===== config.mk =====
export PLATFORM = sky130hd
export DESIGN_NAME = vmxab_seq
export DESIGN_NICKNAME = d
export VERILOG_FILES = /design/src/vmxab_pkg.sv /design/src/vmxab_seq.sv
export VERILOG_INCLUDE_DIRS = /design/src
export SDC_FILE = /design/constraint.sdc
export NUM_CORES = 1
export LEC_CHECK = 0
export BUFFER_PORTS_ARGS = -buffer_cell sky130_fd_sc_hd__buf_2
export CAP_MARGIN = 30
export CELL_PAD_IN_SITES_DETAIL_PLACEMENT = 0
export CELL_PAD_IN_SITES_GLOBAL_PLACEMENT = 2
export CORE_ASPECT_RATIO = 0.6
export CORE_UTILIZATION = 24
export CTS_CLUSTER_DIAMETER = 150
export DETAILED_ROUTE_END_ITERATION = 12
export PLACE_DENSITY = 0.89
export SLEW_MARGIN = 20
export SYNTH_ARGS = -nofsm -noshare
export SYNTH_HDL_FRONTEND = slang
export SYNTH_SLANG_ARGS = --single-unit

===== constraint.sdc =====
create_clock -name clk -period 4.9 [get_ports clk]
set_input_delay 0.735 -clock clk [delete_from_list [all_inputs] [get_ports clk]]
set_output_delay 0.735 -clock clk [all_outputs]
set_load 0.01 [all_outputs]

===== src/vmxab_params.svh =====
// Constants for the exit model-register load and abort sequencer.
`ifndef VMXAB_PARAMS_SVH
`define VMXAB_PARAMS_SVH
`define VMXAB_IDX_FS_BASE    32'hC000_0100
`define VMXAB_IDX_GS_BASE    32'hC000_0101
`define VMXAB_IDX_MON_CTL    32'h0000_009B
`define VMXAB_IDX_LSB        0
`define VMXAB_IDX_MSB        31
`define VMXAB_RSV_LSB        32
`define VMXAB_RSV_MSB        63
`define VMXAB_VAL_LSB        64
`define VMXAB_VAL_MSB        127
`define VMXAB_CAUSE_OFFSET   32'h0000_0004
`define VMXAB_CAUSE_NONE     32'h0000_0000
`define VMXAB_CAUSE_GSAVE    32'h0000_0001
`define VMXAB_CAUSE_PAGE_DIR_POINTER_ENTRIES    32'h0000_0002
`define VMXAB_CAUSE_CORRUPT  32'h0000_0003
`define VMXAB_CAUSE_HLOAD    32'h0000_0004
`define VMXAB_CAUSE_MCHECK   32'h0000_0005
`define VMXAB_APB_CTRL       12'h000
`define VMXAB_APB_COUNT      12'h004
`define VMXAB_APB_STATUS     12'h008
`define VMXAB_APB_CAUSE      12'h00C
`define VMXAB_APB_ENTRY      12'h010
`endif


===== src/vmxab_pkg.sv =====
// Types for the exit model-register load and abort sequencer.
package vmxab_pkg;
  typedef enum logic [2:0] {
    VMXAB_IDLE   = 3'b000,
    VMXAB_FETCH  = 3'b001,
    VMXAB_CHECK  = 3'b011,
    VMXAB_WRITE  = 3'b010,
    VMXAB_CAUSE  = 3'b110,
    VMXAB_NOTIFY = 3'b111,
    VMXAB_PARK   = 3'b101,
    VMXAB_DONE   = 3'b100
  } vmxab_state_t;
endpackage


===== src/vmxab_seq.sv =====
// Exit load-list walker with abort, notification and shutdown handling.
//
// Decided for this implementation: the address map and the APB register port.
`timescale 1ns/1ps
`include "vmxab_params.svh"
module vmxab_seq #(
  parameter int IDXW = 8                     // Entry index width
) (
  input  wire logic        clk,              // Core clock, 25 MHz
  input  wire logic        sys_rst,          // Async reset, active high
  input  wire logic [11:0] paddr,            // APB address
  input  wire logic        psel,             // APB select
  input  wire logic        penable,          // APB enable
  input  wire logic        pwrite,           // APB direction
  input  wire logic [31:0] pwdata,           // APB write data
  output logic      [31:0] prdata,           // APB read data
  output logic             pready,           // APB ready
  output logic             pslverr,          // APB error
  input  wire logic [31:0] struct_base,      // Control structure address
  input  wire logic        exit_start,       // Exit begins, pulse
  input  wire logic        end_in_smm,       // Exit finishes in SYSTEM_MANAGEMENT_MODE
  input  wire logic        pre_fail,         // Earlier exit step failed
  input  wire logic [2:0]  pre_cause,        // Its cause code
  input  wire logic        mcheck,           // Machine check, pulse
  input  wire logic        mcheck_normal,    // Prefer normal handling
  input  wire logic        mc_enable_bit,    // Machine-check enable bit
  input  wire logic        host_loaded,      // Host state already loaded
  output logic [IDXW-1:0]  entry_idx,        // Entry being fetched
  output logic             entry_req,        // Entry fetch request
  input  wire logic        entry_vld,        // Entry data valid
  input  wire logic [127:0] entry_data,      // Entry contents
  input  wire logic        no_exit_load,     // Index barred on exit
  input  wire logic        wr_gp_fault,      // Write would fault at CURRENT_PRIVILEGE_LEVEL 0
  input  wire logic        wr_needs_flush,   // Write requires TLB flush
  output logic             reg_wr,           // Model register write pulse
  output logic      [31:0] reg_wr_idx,       // Write index
  output logic      [63:0] reg_wr_val,       // Write value
  output logic             tlb_flush,        // Translation flush pulse
  output logic             mem_wr,           // Cause write request, held until taken
  output logic      [31:0] mem_addr,         // Cause write address
  output logic      [31:0] mem_data,         // Cause write data
  input  wire logic        mem_ack,          // Cause write taken
  output logic             notify_cycle,     // Special bus cycle pulse
  output logic             mc_exception,     // Deliver via guest table
  output logic             mc_shutdown,      // Plain shutdown
  output logic             abort_parked,     // Abort shutdown state
  output logic             exit_done         // Exit completed pulse
);
  vmxab_pkg::vmxab_state_t state_reg;
  logic [IDXW-1:0] count_reg;
  logic [IDXW-1:0] idx_reg;
  logic [31:0]     cause_reg;
  logic [127:0]    ent_reg;
  logic            flush_pend_reg;
  logic            done_cnt_reg;
  logic            entry_bad;
  logic            abort_now;
  logic [31:0]     pre_code;
  logic            apb_acc;
  logic            apb_map;
  logic            mc_abort;

  assign pre_code = {29'h0000_0000, pre_cause};
  // Only the walking states abort on a check, so the cause word stands
  // still while it is written. A loaded entry is host state, so normal
  // handling is left only before the first entry has been written.
  assign mc_abort = mcheck &&
                    (state_reg == vmxab_pkg::VMXAB_FETCH ||
                     state_reg == vmxab_pkg::VMXAB_CHECK ||
                     state_reg == vmxab_pkg::VMXAB_WRITE) &&
                    (!mcheck_normal || host_loaded || idx_reg != '0 ||
                     state_reg != vmxab_pkg::VMXAB_FETCH);

  assign entry_bad =
    ent_reg[`VMXAB_IDX_MSB:`VMXAB_IDX_LSB] == `VMXAB_IDX_FS_BASE ||
    ent_reg[`VMXAB_IDX_MSB:`VMXAB_IDX_LSB] == `VMXAB_IDX_GS_BASE ||
    (ent_reg[`VMXAB_IDX_MSB:`VMXAB_IDX_LSB] == `VMXAB_IDX_MON_CTL &&
     !end_in_smm) ||
    no_exit_load ||
    ent_reg[`VMXAB_RSV_MSB:`VMXAB_RSV_LSB] != 32'h0000_0000 ||
    wr_gp_fault;
  assign abort_now = state_reg == vmxab_pkg::VMXAB_CHECK && entry_bad;

  // Sequencer; the parked state has no exit but reset.
  always_ff @(posedge clk or posedge sys_rst) begin
    if (sys_rst) begin
      state_reg <= vmxab_pkg::VMXAB_IDLE;
    end else begin
      unique case (state_reg)
        vmxab_pkg::VMXAB_IDLE: begin
          if (exit_start && pre_fail) begin
            state_reg <= vmxab_pkg::VMXAB_CAUSE;
          end else if (exit_start) begin
            state_reg <= vmxab_pkg::VMXAB_FETCH;
          end
        end
        vmxab_pkg::VMXAB_FETCH: begin
          if (mc_abort) begin
            state_reg <= vmxab_pkg::VMXAB_CAUSE;
          end else if (mcheck && state_reg != vmxab_pkg::VMXAB_IDLE) begin
            state_reg <= vmxab_pkg::VMXAB_DONE;
          end else if (idx_reg == count_reg) begin
            state_reg <= vmxab_pkg::VMXAB_DONE;
          end else if (entry_vld) begin
            state_reg <= vmxab_pkg::VMXAB_CHECK;
          end
        end
        vmxab_pkg::VMXAB_CHECK: begin
          if (mc_abort || entry_bad) begin
            state_reg <= vmxab_pkg::VMXAB_CAUSE;
          end else begin
            state_reg <= vmxab_pkg::VMXAB_WRITE;
          end
        end
        vmxab_pkg::VMXAB_WRITE: begin
          state_reg <= mc_abort ? vmxab_pkg::VMXAB_CAUSE
                                : vmxab_pkg::VMXAB_FETCH;
        end
        vmxab_pkg::VMXAB_CAUSE: begin
          if (mem_ack) begin
            state_reg <= vmxab_pkg::VMXAB_NOTIFY;
          end
        end
        vmxab_pkg::VMXAB_NOTIFY: state_reg <= vmxab_pkg::VMXAB_PARK;
        vmxab_pkg::VMXAB_PARK:   state_reg <= vmxab_pkg::VMXAB_PARK;
        vmxab_pkg::VMXAB_DONE:   state_reg <= vmxab_pkg::VMXAB_IDLE;
      endcase
    end
  end

  // Cause is latched once per abort; the first detected cause wins.
  always_ff @(posedge clk or posedge sys_rst) begin
    if (sys_rst) begin
      cause_reg <= `VMXAB_CAUSE_NONE;
    end else if (state_reg == vmxab_pkg::VMXAB_IDLE && exit_start &&
                 pre_fail) begin
      cause_reg <= (pre_code == `VMXAB_CAUSE_NONE || pre_code >
                    `VMXAB_CAUSE_MCHECK) ? `VMXAB_CAUSE_CORRUPT
                                        : pre_code;
    end else if (mc_abort) begin
      cause_reg <= `VMXAB_CAUSE_MCHECK;
    end else if (abort_now) begin
      cause_reg <= `VMXAB_CAUSE_HLOAD;
    end
  end

  always_ff @(posedge clk or posedge sys_rst) begin
    if (sys_rst) begin
      idx_reg <= '0;
      ent_reg <= '0;
    end else if (state_reg == vmxab_pkg::VMXAB_IDLE) begin
      idx_reg <= '0;
    end else if (state_reg == vmxab_pkg::VMXAB_FETCH && entry_vld) begin
      ent_reg <= entry_data;
    end else if (state_reg == vmxab_pkg::VMXAB_WRITE) begin
      idx_reg <= idx_reg + 1'b1;
    end
  end

  // Flush is deferred to exit completion so one flush covers all loads.
  always_ff @(posedge clk or posedge sys_rst) begin
    if (sys_rst) begin
      flush_pend_reg <= 1'b0;
    end else if (state_reg == vmxab_pkg::VMXAB_IDLE) begin
      flush_pend_reg <= 1'b0;
    end else if (state_reg == vmxab_pkg::VMXAB_WRITE && wr_needs_flush) begin
      flush_pend_reg <= 1'b1;
    end
  end

  always_ff @(posedge clk or posedge sys_rst) begin
    if (sys_rst) begin
      mc_exception <= 1'b0;
      mc_shutdown  <= 1'b0;
    end else if (mcheck && !mc_abort &&
                 (state_reg == vmxab_pkg::VMXAB_FETCH)) begin
      mc_exception <= mc_enable_bit;
      mc_shutdown  <= !mc_enable_bit;
    end else begin
      mc_exception <= 1'b0;
      mc_shutdown  <= 1'b0;
    end
  end

  always_ff @(posedge clk or posedge sys_rst) begin
    if (sys_rst) begin
      done_cnt_reg <= 1'b0;
    end else begin
      done_cnt_reg <= state_reg == vmxab_pkg::VMXAB_DONE;
    end
  end

  assign entry_req    = state_reg == vmxab_pkg::VMXAB_FETCH &&
                        idx_reg != count_reg;
  assign entry_idx    = idx_reg;
  assign reg_wr       = state_reg == vmxab_pkg::VMXAB_WRITE;
  assign reg_wr_idx   = ent_reg[`VMXAB_IDX_MSB:`VMXAB_IDX_LSB];
  assign reg_wr_val   = ent_reg[`VMXAB_VAL_MSB:`VMXAB_VAL_LSB];
  assign tlb_flush    = state_reg == vmxab_pkg::VMXAB_DONE && flush_pend_reg;
  // Only the cause word is ever written to the structure.
  assign mem_wr       = state_reg == vmxab_pkg::VMXAB_CAUSE;
  assign mem_addr     = struct_base + `VMXAB_CAUSE_OFFSET;
  assign mem_data     = cause_reg;
  assign notify_cycle = state_reg == vmxab_pkg::VMXAB_NOTIFY;
  assign abort_parked = state_reg == vmxab_pkg::VMXAB_PARK;
  assign exit_done    = done_cnt_reg;

  // APB slave: zero wait states, unmapped addresses error.
  assign apb_acc = psel && penable;
  assign pready  = 1'b1;
  assign apb_map = paddr == `VMXAB_APB_COUNT || paddr == `VMXAB_APB_STATUS ||
                   paddr == `VMXAB_APB_CAUSE || paddr == `VMXAB_APB_ENTRY;
  assign pslverr = apb_acc && !apb_map;

  always_ff @(posedge clk or posedge sys_rst) begin
    if (sys_rst) begin
      count_reg <= '0;
    end else if (apb_acc && pwrite && paddr == `VMXAB_APB_COUNT &&
                 state_reg == vmxab_pkg::VMXAB_IDLE) begin
      count_reg <= pwdata[IDXW-1:0];
    end
  end

  always_comb begin
    prdata = 32'h0000_0000;
    if (paddr == `VMXAB_APB_COUNT) begin
      prdata[IDXW-1:0] = count_reg;
    end else if (paddr == `VMXAB_APB_STATUS) begin
      prdata[2:0] = state_reg;
    end else if (paddr == `VMXAB_APB_CAUSE) begin
      prdata = cause_reg;
    end else if (paddr == `VMXAB_APB_ENTRY) begin
      prdata[IDXW-1:0] = idx_reg;
    end
  end

  AST_PARK_STAYS: assert property (
    @(posedge clk) disable iff (sys_rst) abort_parked |=> abort_parked)
    else $error("Left abort shutdown without reset.");

  AST_NOTIFY_THEN_PARK: assert property (
    @(posedge clk) disable iff (sys_rst) notify_cycle |=> abort_parked)
    else $error("Notify not followed by parking.");

  AST_CAUSE_VALID: assert property (
    @(posedge clk) disable iff (sys_rst)
    mem_wr |-> mem_data >= 32'h0000_0001 && mem_data <= 32'h0000_0005)
    else $error("Bad cause code written.");

  AST_BAD_NO_WRITE: assert property (
    @(posedge clk) disable iff (sys_rst)
    abort_now && !mc_abort |=> !reg_wr ##1 mem_wr)
    else $error("Failed entry still written.");

  AST_HLOAD_CAUSE: assert property (
    @(posedge clk) disable iff (sys_rst)
    abort_now && !mc_abort |=> mem_data == 32'h0000_0004)
    else $error("Load failure cause not 4.");

  AST_RSV_FAIL: assert property (
    @(posedge clk) disable iff (sys_rst)
    state_reg == vmxab_pkg::VMXAB_CHECK && ent_reg[63:32] != 32'h0 |=>
    state_reg == vmxab_pkg::VMXAB_CAUSE)
    else $error("Reserved bits not refused.");

  AST_FS_FAIL: assert property (
    @(posedge clk) disable iff (sys_rst)
    state_reg == vmxab_pkg::VMXAB_CHECK && ent_reg[31:0] == 32'hC000_0100
    |=> !reg_wr)
    else $error("FS base entry loaded.");

  AST_MC_ABORT: assert property (
    @(posedge clk) disable iff (sys_rst)
    mc_abort |=> mem_wr && mem_data == 32'h0000_0005)
    else $error("Machine check abort cause not 5.");

  AST_MC_HOST: assert property (
    @(posedge clk) disable iff (sys_rst)
    host_loaded |-> !mc_exception || $past(!host_loaded))
    else $error("Normal check after host load.");

  AST_IDLE_QUIET: assert property (
    @(posedge clk) disable iff (sys_rst)
    state_reg == vmxab_pkg::VMXAB_IDLE |-> !mem_wr && !notify_cycle)
    else $error("Structure touched while idle.");

  AST_GS_FAIL: assert property (
    @(posedge clk) disable iff (sys_rst)
    state_reg == vmxab_pkg::VMXAB_CHECK && ent_reg[31:0] == 32'hC000_0101
    |=> state_reg == vmxab_pkg::VMXAB_CAUSE)
    else $error("GS base entry not refused.");

  AST_MON_FAIL: assert property (
    @(posedge clk) disable iff (sys_rst)
    state_reg == vmxab_pkg::VMXAB_CHECK && ent_reg[31:0] == 32'h0000_009B
    && !end_in_smm |=> state_reg == vmxab_pkg::VMXAB_CAUSE)
    else $error("Monitor control entry not refused.");

  AST_MON_SMM_OK: assert property (
    @(posedge clk) disable iff (sys_rst)
    state_reg == vmxab_pkg::VMXAB_CHECK && ent_reg[31:0] == 32'h0000_009B
    && end_in_smm && !no_exit_load && !wr_gp_fault && !mcheck &&
    ent_reg[63:32] == 32'h0000_0000 |=> reg_wr)
    else $error("Monitor control entry refused in SYSTEM_MANAGEMENT_MODE.");

  AST_NL_FAIL: assert property (
    @(posedge clk) disable iff (sys_rst)
    state_reg == vmxab_pkg::VMXAB_CHECK && no_exit_load |=>
    state_reg == vmxab_pkg::VMXAB_CAUSE)
    else $error("Barred entry not refused.");

  AST_GP_FAIL: assert property (
    @(posedge clk) disable iff (sys_rst)
    state_reg == vmxab_pkg::VMXAB_CHECK && wr_gp_fault |=>
    state_reg == vmxab_pkg::VMXAB_CAUSE)
    else $error("Faulting entry not refused.");

  AST_WRITE_ONCE: assert property (
    @(posedge clk) disable iff (sys_rst) reg_wr |=> !reg_wr)
    else $error("Entry written twice.");

  AST_IDX_STEP: assert property (
    @(posedge clk) disable iff (sys_rst)
    reg_wr |=> entry_idx == $past(entry_idx) + 1'b1)
    else $error("Entry index did not advance.");

  AST_REQ_BOUND: assert property (
    @(posedge clk) disable iff (sys_rst) entry_req |-> entry_idx < count_reg)
    else $error("Entry fetched beyond count.");

  AST_MEM_HOLD: assert property (
    @(posedge clk) disable iff (sys_rst)
    mem_wr && !mem_ack |=> mem_wr && $stable(mem_data))
    else $error("Cause write not held.");

  AST_MEM_ADDR: assert property (
    @(posedge clk) disable iff (sys_rst)
    mem_wr |-> mem_addr == struct_base + 32'h0000_0004)
    else $error("Cause written to wrong address.");

  AST_NOTIFY_AFTER: assert property (
    @(posedge clk) disable iff (sys_rst) mem_wr && mem_ack |=> notify_cycle)
    else $error("No notify after cause write.");

  AST_NOTIFY_ONCE: assert property (
    @(posedge clk) disable iff (sys_rst) notify_cycle |=> !notify_cycle)
    else $error("Notify longer than one cycle.");

  AST_PARK_SILENT: assert property (
    @(posedge clk) disable iff (sys_rst)
    abort_parked |-> !mem_wr && !notify_cycle && !reg_wr && !entry_req &&
    !mc_exception && !mc_shutdown)
    else $error("Activity while parked.");

  AST_PARK_NO_DONE: assert property (
    @(posedge clk) disable iff (sys_rst)
    abort_parked |=> !exit_done && !tlb_flush)
    else $error("Exit completed while parked.");

  AST_MC_EXCL: assert property (
    @(posedge clk) disable iff (sys_rst) !(mc_exception && mc_shutdown))
    else $error("Exception and shutdown together.");

  AST_MC_NORMAL: assert property (
    @(posedge clk) disable iff (sys_rst)
    mcheck && state_reg == vmxab_pkg::VMXAB_FETCH && mcheck_normal &&
    !host_loaded && entry_idx == '0 |=>
    mc_exception == $past(mc_enable_bit) &&
    mc_shutdown == !$past(mc_enable_bit) && !mem_wr)
    else $error("Normal machine check mishandled.");

  AST_MC_LOADED: assert property (
    @(posedge clk) disable iff (sys_rst)
    mcheck && state_reg == vmxab_pkg::VMXAB_FETCH && entry_idx != '0 |=>
    !mc_exception && !mc_shutdown && mem_wr)
    else $error("Normal check after an entry was loaded.");

  AST_PRE_FAIL: assert property (
    @(posedge clk) disable iff (sys_rst)
    state_reg == vmxab_pkg::VMXAB_IDLE && exit_start && pre_fail |=>
    mem_wr && mem_data >= 32'h0000_0001 && mem_data <= 32'h0000_0005)
    else $error("Earlier failure not aborted.");

  AST_TLB_DONE: assert property (
    @(posedge clk) disable iff (sys_rst) tlb_flush |=> exit_done)
    else $error("Flush outside exit completion.");

  AST_DONE_ONCE: assert property (
    @(posedge clk) disable iff (sys_rst) exit_done |=> !exit_done)
    else $error("Exit done longer than one cycle.");
endmodule

==> impl_metrics.toml, run 1 <==
[clock_network]
clkTransAtPathRegs_ns = 0.06
cts_hold_buf = 0
clockRootBuffer = "clkbuf_16"
cts_tree = "done"
numCtsBuffers = 17
htree_levels = 4
cts_setup_buffers = 0
cts_sinks = 154
cts_resized = 0
clock_latency_ns = 0.44
max-clock-path-buffers = 2

[power]
clkPwrFrac_pct = 25.8
switchingPower_mw = 1.844
power_frac_comb_pct = 32.8
p_int_mw = 3.566
seqPwrFrac_pct = 41.4
p_total_mw = 5.410
power.density_nw_per_um2 = 534.1
swShare_pct = 34.09
peakVddDrop_mv = 0.2846
leakage_nw = 4.937

[synthesis]
synth_area_leaders = "dfrtp_1, mux2_2, buf_4"
synth_compound_area_share_pct = 3.257
synth-xor-area-share_pct = 4.068
synth-edff-count = 0
synth_cell_types = 50
muxShareOfSynthArea_pct = 19.61
synth_top_flop_cell = "dfrtp_1"
syn_area_per_cell_um2 = 11.43
yosys.area.top_type = "dfrtp_1"
ys_warn_count = 0
syn_inst = 716
synth_fa_ha_area_share_pct = 0.4588
synth-simple-area-share_pct = 9.650
synth-seq-cells = 154
syn_area_um2 = 8182
yosysSeqAreaShare_pct = 47.10
async_flop_share_pct = 100.0
synth_top_area_share_pct = 47.10
synth_top_family_by_area = "multiplexers"

[sta]
finalHoldViolCount = 0
timing.final.crit_share_pct = 63.10
fin_tns_setup_ns = 0
skew_ns = 0.01413
rsz0062_at_grt = "no"
setup_viol = 0
tightest_slew_ns = 0.8698
slew_viol_final = 0
min_period_ns = 3.092
relSlewSlack_pct = 42.01
layout_setup_ws_ns = 1.808
fmax_mhz = 323.4

[detailed_routing]
viasPerCell = 4.113
routedWlPerCell_um = 15.19
postRouteAntennaNets = 0
routed_wl_um = 21740
vias = 5886
firstDrtPassIters = 4
drcViolationCount = 0
drt_iter0_drc = 189

[floorplanning]
core_area_um2 = 32990
die_x_um = 240.4
rows = 51
die_y_um = 145.0
ioPinCount = 435
start_util_pct = 24.80
die-area_um2 = 34860

[worst_setup_path]
cp_data_required_time_ns = 4.16
startpoint_type = "input pin"
criticalPathCategory = "in -> out"
crit_arrival_ns = 2.36
critical_path.max_fanout = 4
cp-end-kind = "output pin"

[global_route]
track_usage_pct = 12.44
overflow = 0
grt_max_degree = 96
antenna_found_initial = 7
grt_pass1_vias = 5808
grt_pass1_wl_um = 32950

[placed_design]
dp_hpwl_um = 16950
port_buffers = 352
post-place-ws_ns = 1.795
place_area_um2 = 9505
gp_congestion = 0.7214

[hold_path]
hp-class = "in -> async"

[finish]
fillCellCount = 3451
nNetsFinal = 1193
largest_reg_flops = 128
areaGrowthSynthToFinish_pct = 23.81
drive_gt1_share_pct = 55.06
final_area_um2 = 10130

[outcome]
outcome = "complete, no violations"

[run]
max_cap_violations = 0
==> synth_stat cells, types with 7 or more instances <==
| cell type | count |
|---|---|
| clkbuf_1 | 9 |
| mux2_2 | 138 |
| and3_1 | 11 |
| o21ai_0 | 10 |
| nand3_1 | 19 |
| a21oi_1 | 8 |
| nor3_1 | 8 |
| xnor2_1 | 31 |
| nor4_1 | 16 |
| nand4_1 | 8 |
| buf_2 | 14 |
| nand2_1 | 27 |
| buf_4 | 152 |
| inv_1 | 11 |
| dfrtp_1 | 154 |
| xor2_1 | 7 |
| nor2_1 | 34 |
==> worst max-delay path, stage by stage <==
cell and delay (ns):
buf_2 0.12, nand3_2 0.11, or4_4 0.57, or3_4 0.39
nor2_2 0.14, xor2_1 0.15, buf_2 0.14
==> power groups by stage <==
stage	Combinational, mW	Sequential, mW	Clock (mW)
3_5_place_dp	1.81	2.26	0
2_1_floorplan	1.71	2.12	0
5_1_grt	1.94	2.33	1.50
3_3_place_gp	1.78	2.24	0
4_1_cts	1.81	2.25	1.46
6_report	1.78	2.24	1.40
==> per-stage QoR <==
stage          util, %  hold slack (ns)  instances
6_report         30.71           0.3523       1431
2_1_floorplan        -           0.4550        768
3_3_place_gp     28.80           0.4832       1396
5_1_grt          30.69           0.3894       1429
3_5_place_dp     28.81           0.4905       1397
4_1_cts          30.69           0.3637       1429
==> cell type report <==
type | count | area (um2) | share of cell area (%)
inverter | 11 | 46.29 | 0.4570
clock buffer | 18 | 439.2 | 4.335
tap | 450 | 563.0 | 5.558
clock inverter | 14 | 180.2 | 1.779
multi-input combinational | 427 | 3236 | 31.94
sequential | 154 | 3854 | 38.04
antenna | 2 | 5.005 | 0.04941
timing repair buffer | 355 | 1807 | 17.84
==> path summary, 6_finish.rpt <==
kind                                  from            to  slack (ns)  cells after the start
max in group asynchronous          sys_rst   ent_reg[57]        3.59                      3
max reg2reg                   state_reg[1]   ent_reg[57]        2.01                      4
min reg2reg                   ent_reg[106]  ent_reg[106]        0.50                      1
max                        struct_base[12]  mem_addr[31]        1.81                      7
min in group clk             mc_enable_bit   mc_shutdown        0.48                      2
min                                sys_rst  ent_reg[113]        0.35                      2
==> layout by cell type (no fill, tap or decap), types with 3 or more instances in the layout <==
master	n
a21o_1	3
inv_6	3
nand2_1	27
ha_1	3
nand4_1	8
inv_1	10
nor2_2	3
a22oi_1	5
buf_2	353
nor3_1	8
inv_8	5
a21oi_1	8
mux2i_1	5
xor2_1	7
dfrtp_1	154
nand3_1	19
a22o_1	4
clkbuf_16	17
mux2_2	138
nor4_1	16
nor2_1	34
conb_1	54
nand4b_1	3
and3_1	11
xnor2_1	31
o21ai_0	10
==> per-layer routing <==
metal	up-vias	GRT usage, %	part of all wire [%]
met5	-	0	0.078
met2	235	20.07	48
met3	20	4.928	8.0
li1	2770	-	-
met4	2	3.471	1.1
met1	2859	15.24	43
==> cells by family (layout without fill, tap and decap cells) <==
kind of cell | Yosys count | after routing
other cells | 2 | 56
simple gates | 149 | 149
buf+inv | 187 | 398
fa+ha+maj | 3 | 3
xor+xnor | 38 | 38
mux | 143 | 143
compound gates | 40 | 40
flops | 154 | 154
(Power assumes the default switching activity.)
==> inputs of run 2 (changes only) <==
clock period = 2.7 ns   (was 4.9 ns; I/O delays follow)
==> run 2 against run 1 <==
Core utilization rose by 0.22 points. Die area did not move. Critical path type unchanged. Cell count rose by 0.91%. Worst setup slack got worse by 1.5 ns. Global-route usage rose by 0.53 points. Clock power rose by 69%. Clock skew fell by 0.0030 ns. Sequential share of layout area fell by 0.27 points. Critical path depth did not move. Wire length rose by 3.0%. First-iteration DRC count rose by 10%.
==> impl_metrics.toml, run 2 (synthesis results as in run 1) <==
[detailed_routing]
routed_wl_um = 22390
drt_iter0_drc = 208
vias = 5941
postRouteAntennaNets = 0
drcViolationCount = 0
viasPerCell = 4.114
firstDrtPassIters = 4
routedWlPerCell_um = 15.51

[sta]
min_period_ns = 2.434
rsz0062_at_grt = "no"
skew_ns = 0.01109
slew_viol_final = 0
tightest_slew_ns = 0.8013
setup_viol = 0
fin_hold_ws_ns = 0.08047
timing.final.crit_share_pct = 90.14
fin_tns_setup_ns = 0
finalHoldViolCount = 0
relSlewSlack_pct = 46.58
fmax_mhz = 410.9

[global_route]
grt_pass1_wl_um = 34000
overflow = 0
antenna_found_initial = 6
track_usage_pct = 12.97
grt_pass1_vias = 5972
grt_max_degree = 125

[placed_design]
port_buffers = 352
gp_congestion = 0.7532
dp_cells = 1410
dp_hpwl_um = 17800

[worst_setup_path]
cp-end-kind = "output pin"
cp_top_family = "simple AND/OR/NAND/NOR gates"
cp_data_required_time_ns = 2.30
r2r_end = "ent_reg[15]"
r2r_slack_ns = 0.40
slowest_delay_ns = 0.48
rr_startpoint = "state_reg[1]"
cp_slowest_cell = "or4_4"
startpoint_type = "input pin"
path_buf_inv = 2
critical_path.max_fanout = 5
path_cells = "buf_2 -> nand4_1 -> or4_4 -> or3_4 -> nor2_2 -> xor2_1 -> buf_2"
cp.depth = 7
path_common_cell = "buf_2"
reg2reg_depth = 4
criticalPathCategory = "in -> out"
crit_arrival_ns = 2.03

[clock_network]
max-clock-path-buffers = 2
cts_hold_buf = 0
numCtsBuffers = 17
clkTransAtPathRegs_ns = 0.06
clock_latency_ns = 0.43
cts_tree = "done"
cts_setup_buffers = 0
cts_sinks = 154
htree_levels = 4
cts_resized = 0
clockRootBuffer = "clkbuf_16"

[finish]
register_area_um2 = 3854
nNetsFinal = 1206
layout_common_cells = "buf_2, dfrtp_1, mux2_2"
areaGrowthSynthToFinish_pct = 24.68
fin_cells = 1444
largest_reg_flops = 128
layout_commonest_cell = "buf_2"
drive_gt1_share_pct = 55.60
fillCellCount = 3464
multi_input_area_um2 = 3236

[floorplanning]
rows = 51
start_util_pct = 24.80
die-area_um2 = 34860
die_y_um = 145.0
core_area_um2 = 32990
die_x_um = 240.4
ioPinCount = 435

[outcome]
outcome = "complete, no violations"

[power]
power.density_nw_per_um2 = 957.7
leakage_nw = 4.980
peakVddDrop_mv = 0.4958

[hold_path]
hp-class = "in -> async"

[run]
max_cap_violations = 0
==> run 2: worst max path at each step <==
stage	from	slack, ns	end
after floorplan	sys_rst	0.35	count_reg[0]
after global routing	state_reg[1]	0.07	entry_req
after CTS	state_reg[1]	0.23	entry_req
final	struct_base[8]	0.27	mem_addr[31]
after global placement	struct_base[8]	0.26	mem_addr[29]
after detailed placement	struct_base[8]	0.24	mem_addr[31]
==> run 2: metal layers <==
metal	share of wire, %	track usage (%)	wire (um)
met1	41	15.24	9290
met2	48	21.30	10730
met3	8.9	5.479	1992
met4	1.7	3.981	382
met5	0	0	0
==> run 2: where the power goes <==
group | switching [mW] | internal, mW
Combinational | 1.63 | 1.79
Sequential | 0.652 | 3.34
Clock | 1.05 | 1.31
==> run 2: through the flow <==
step / worst slack (ns) / area (um2) / util (%) / power (mW)
floorplan: 0.3501 / 8381 / - / 6.940
global placement: 0.2561 / 9617 / 29.15 / 7.400
detailed placement: 0.2443 / 9617 / 29.15 / 7.495
CTS: 0.2265 / 10190 / 30.90 / 9.941
global route: 0.07040 / 10200 / 30.91 / 10.42
finish: 0.2663 / 10200 / 30.92 / 9.770
==> run 2: tightest hold or removal path, stage by stage <==
cell        delay [ns]
buf_2             0.11
clkinvlp_4        0.08
buf_12            0.39
==> run 2: area by class of cell <==
cell class / instances / share of cell area (%)
Clock buffer: 18 / 4.305
Inverter: 11 / 0.4416
Timing Repair Buffer: 368 / 18.82
Multi-Input combinational cell: 427 / 31.72
Sequential cell: 154 / 37.78
Clock inverter: 13 / 1.349
Tap cell: 450 / 5.519
Antenna cell: 3 / 0.07359
==> inputs of run 3 (changes only) <==
CORE_UTILIZATION = 27   (was 24)
PLACE_DENSITY = 0.94   (was 0.89)
clock period = 2.3 ns   (was 2.7 ns; I/O delays follow)
==> run 3 against run 2 <==
Power grew 21%. Wire length shrank 0.68%. Largest power group unchanged. Sequential power is 16% higher. Count of clock-buffer cells in the layout is the same. Clock power grew 29%. Worst setup slack got worse by 0.23 ns. Core utilization increased by 5.2 points. Combinational power up 21%. Die area fell by 11%. Via count increased by 1.5%. Sequential cell count did not move. Highest routed layer is now met5. Hold slack better by 0.0096 ns.
==> impl_metrics.toml, run 3 (synthesis results as in run 1) <==
[outcome]
outcome = "complete, no violations"

[worst_setup_path]
path_cells = "buf_8 -> nand3_4 -> or4_4 -> or3_4 -> buf_12 -> nor2_4 -> xor2_1 -> buf_2"
startpoint_type = "input pin"
crit_arrival_ns = 1.92
critical_path.max_fanout = 3
cp-end-kind = "output pin"
slowest_delay_ns = 0.52
reg2reg_depth = 7
r2r_slack_ns = 0.20
criticalPathCategory = "in -> out"
cp_slowest_cell = "or4_4"
cp_data_required_time_ns = 1.96

[clock_network]
clock_latency_ns = 0.44
numCtsBuffers = 17
clockRootBuffer = "clkbuf_16"
cts_sinks = 154
clkTransAtPathRegs_ns = 0.06
htree_levels = 4
max-clock-path-buffers = 2
cts_tree = "done"

[placed_design]
gp_congestion = 0.8040
place_area_um2 = 9759
post-place-ws_ns = -0.05374
dp_cells = 1384
dp_hpwl_um = 17560
port_buffers = 352

[detailed_routing]
routedWlPerCell_um = 15.60
drcViolationCount = 0
drt_iter0_drc = 187
viasPerCell = 4.227
firstDrtPassIters = 4
routed_wl_um = 22240
vias = 6028
postRouteAntennaNets = 0

[power]
seqPwrFrac_pct = 39.2
switchingPower_mw = 3.959
leakage_nw = 5.196
clkPwrFrac_pct = 25.8
p_int_mw = 7.839
p_total_mw = 11.80
peakVddDrop_mv = 0.5571
swShare_pct = 33.56
power_frac_comb_pct = 35.0
power.density_nw_per_um2 = 1118

[floorplanning]
rows = 48
die-area_um2 = 31030
ioPinCount = 435
die_x_um = 226.7
start_util_pct = 27.97
die_y_um = 136.8
core_area_um2 = 29250

[finish]
largest_reg_flops = 128
layout_common_cells = "buf_2, dfrtp_1, mux2_2"
nNetsFinal = 1238
fin_cells = 1426
drive_gt1_share_pct = 57.42
final_area_um2 = 10560
layout_commonest_cell = "buf_2"
fillCellCount = 3005
areaGrowthSynthToFinish_pct = 29.03

[sta]
timing.final.crit_share_pct = 98.28
finalHoldViolCount = 0
layout_setup_ws_ns = 0.03949
fmax_mhz = 442.4
skew_ns = 0.01707
fin_tns_setup_ns = 0
min_period_ns = 2.261
slew_viol_final = 0
setup_viol = 0
rsz0062_at_grt = "yes"

[global_route]
grt_pass1_wl_um = 33220
antenna_found_initial = 7
track_usage_pct = 14.25
grt_max_degree = 51
grt_pass1_vias = 5917
overflow = 0

[hold_path]
hold_path_depth = 2
hp-class = "in -> reg"

[run]
max_cap_violations = 0
-- run 3: changes by cell type in the layout (fill, tap and decap cells not counted), sizes merged, moves of 2 or more --
cell and delta:
bufinv +2, inv +2, buf +31, clkinv -2
-- run 3: area by class of cell --
cell class	instances	area, um2	area share (%)
antenna	2	5.005	0.04741
multi-input combinational	427	3278	31.05
tap	400	500.5	4.741
sequential	154	3854	36.51
clock inverter	14	202.7	1.920
timing repair buffer	400	2242	21.24
inverter	11	45.04	0.4267
clock buffer	18	429.2	4.065
-- run 3: critical path: cells and delay by family --
family                 cells  cell delay [ns]
XOR/XNOR                   1             0.13
buffers and inverters      3             0.37
AND/OR/NAND/NOR            4             1.06
-- run 3: what timing repair did --
action	CTS	global route
resized for setup	8	10
hold endpoints to repair	13	0
setup endpoints to repair	1	8
pin swaps	7	7
hold buffers	1	0
setup buffers	6	1
-- run 3: stage by stage --
stage | hold slack (ns) | util [%]
after CTS | 0.05233 | 35.92
after global placement | 0.3839 | 33.37
after global routing | 0.07077 | 36.08
after detailed placement | 0.3912 | 33.37
final | 0.09007 | 36.09
after floorplan | 0.4176 | -
-- run 3: routing by layer --
metal	wire length, um	track usage [%]	vias up
li1	-	-	2873
met1	9335	17.33	2896
met2	10810	23.73	232
met3	1836	5.474	21
met4	215	3.378	6
met5	45	0	-
-- run 3: path summary, 6_finish.rpt --
check,startpoint,to
worst max register to register,ent_reg[7],mem_data[0]
worst min-delay path,mc_enable_bit,mc_shutdown
worst min register to register,ent_reg[75],ent_reg[75]
worst max-delay path,struct_base[12],mem_addr[29]
max in group asynchronous,sys_rst,ent_reg[106]
min in group asynchronous,sys_rst,ent_reg[80]
-- run 3: power by group through the flow --
stage / registers (mW) / clock network [mW] / logic, mW
3_3_place_gp: 4.64 / 0 / 4.10
5_1_grt: 4.81 / 3.26 / 4.50
4_1_cts: 4.65 / 3.17 / 4.19
3_5_place_dp: 4.69 / 0 / 4.16
6_report: 4.63 / 3.05 / 4.12
2_1_floorplan: 4.51 / 0 / 3.63
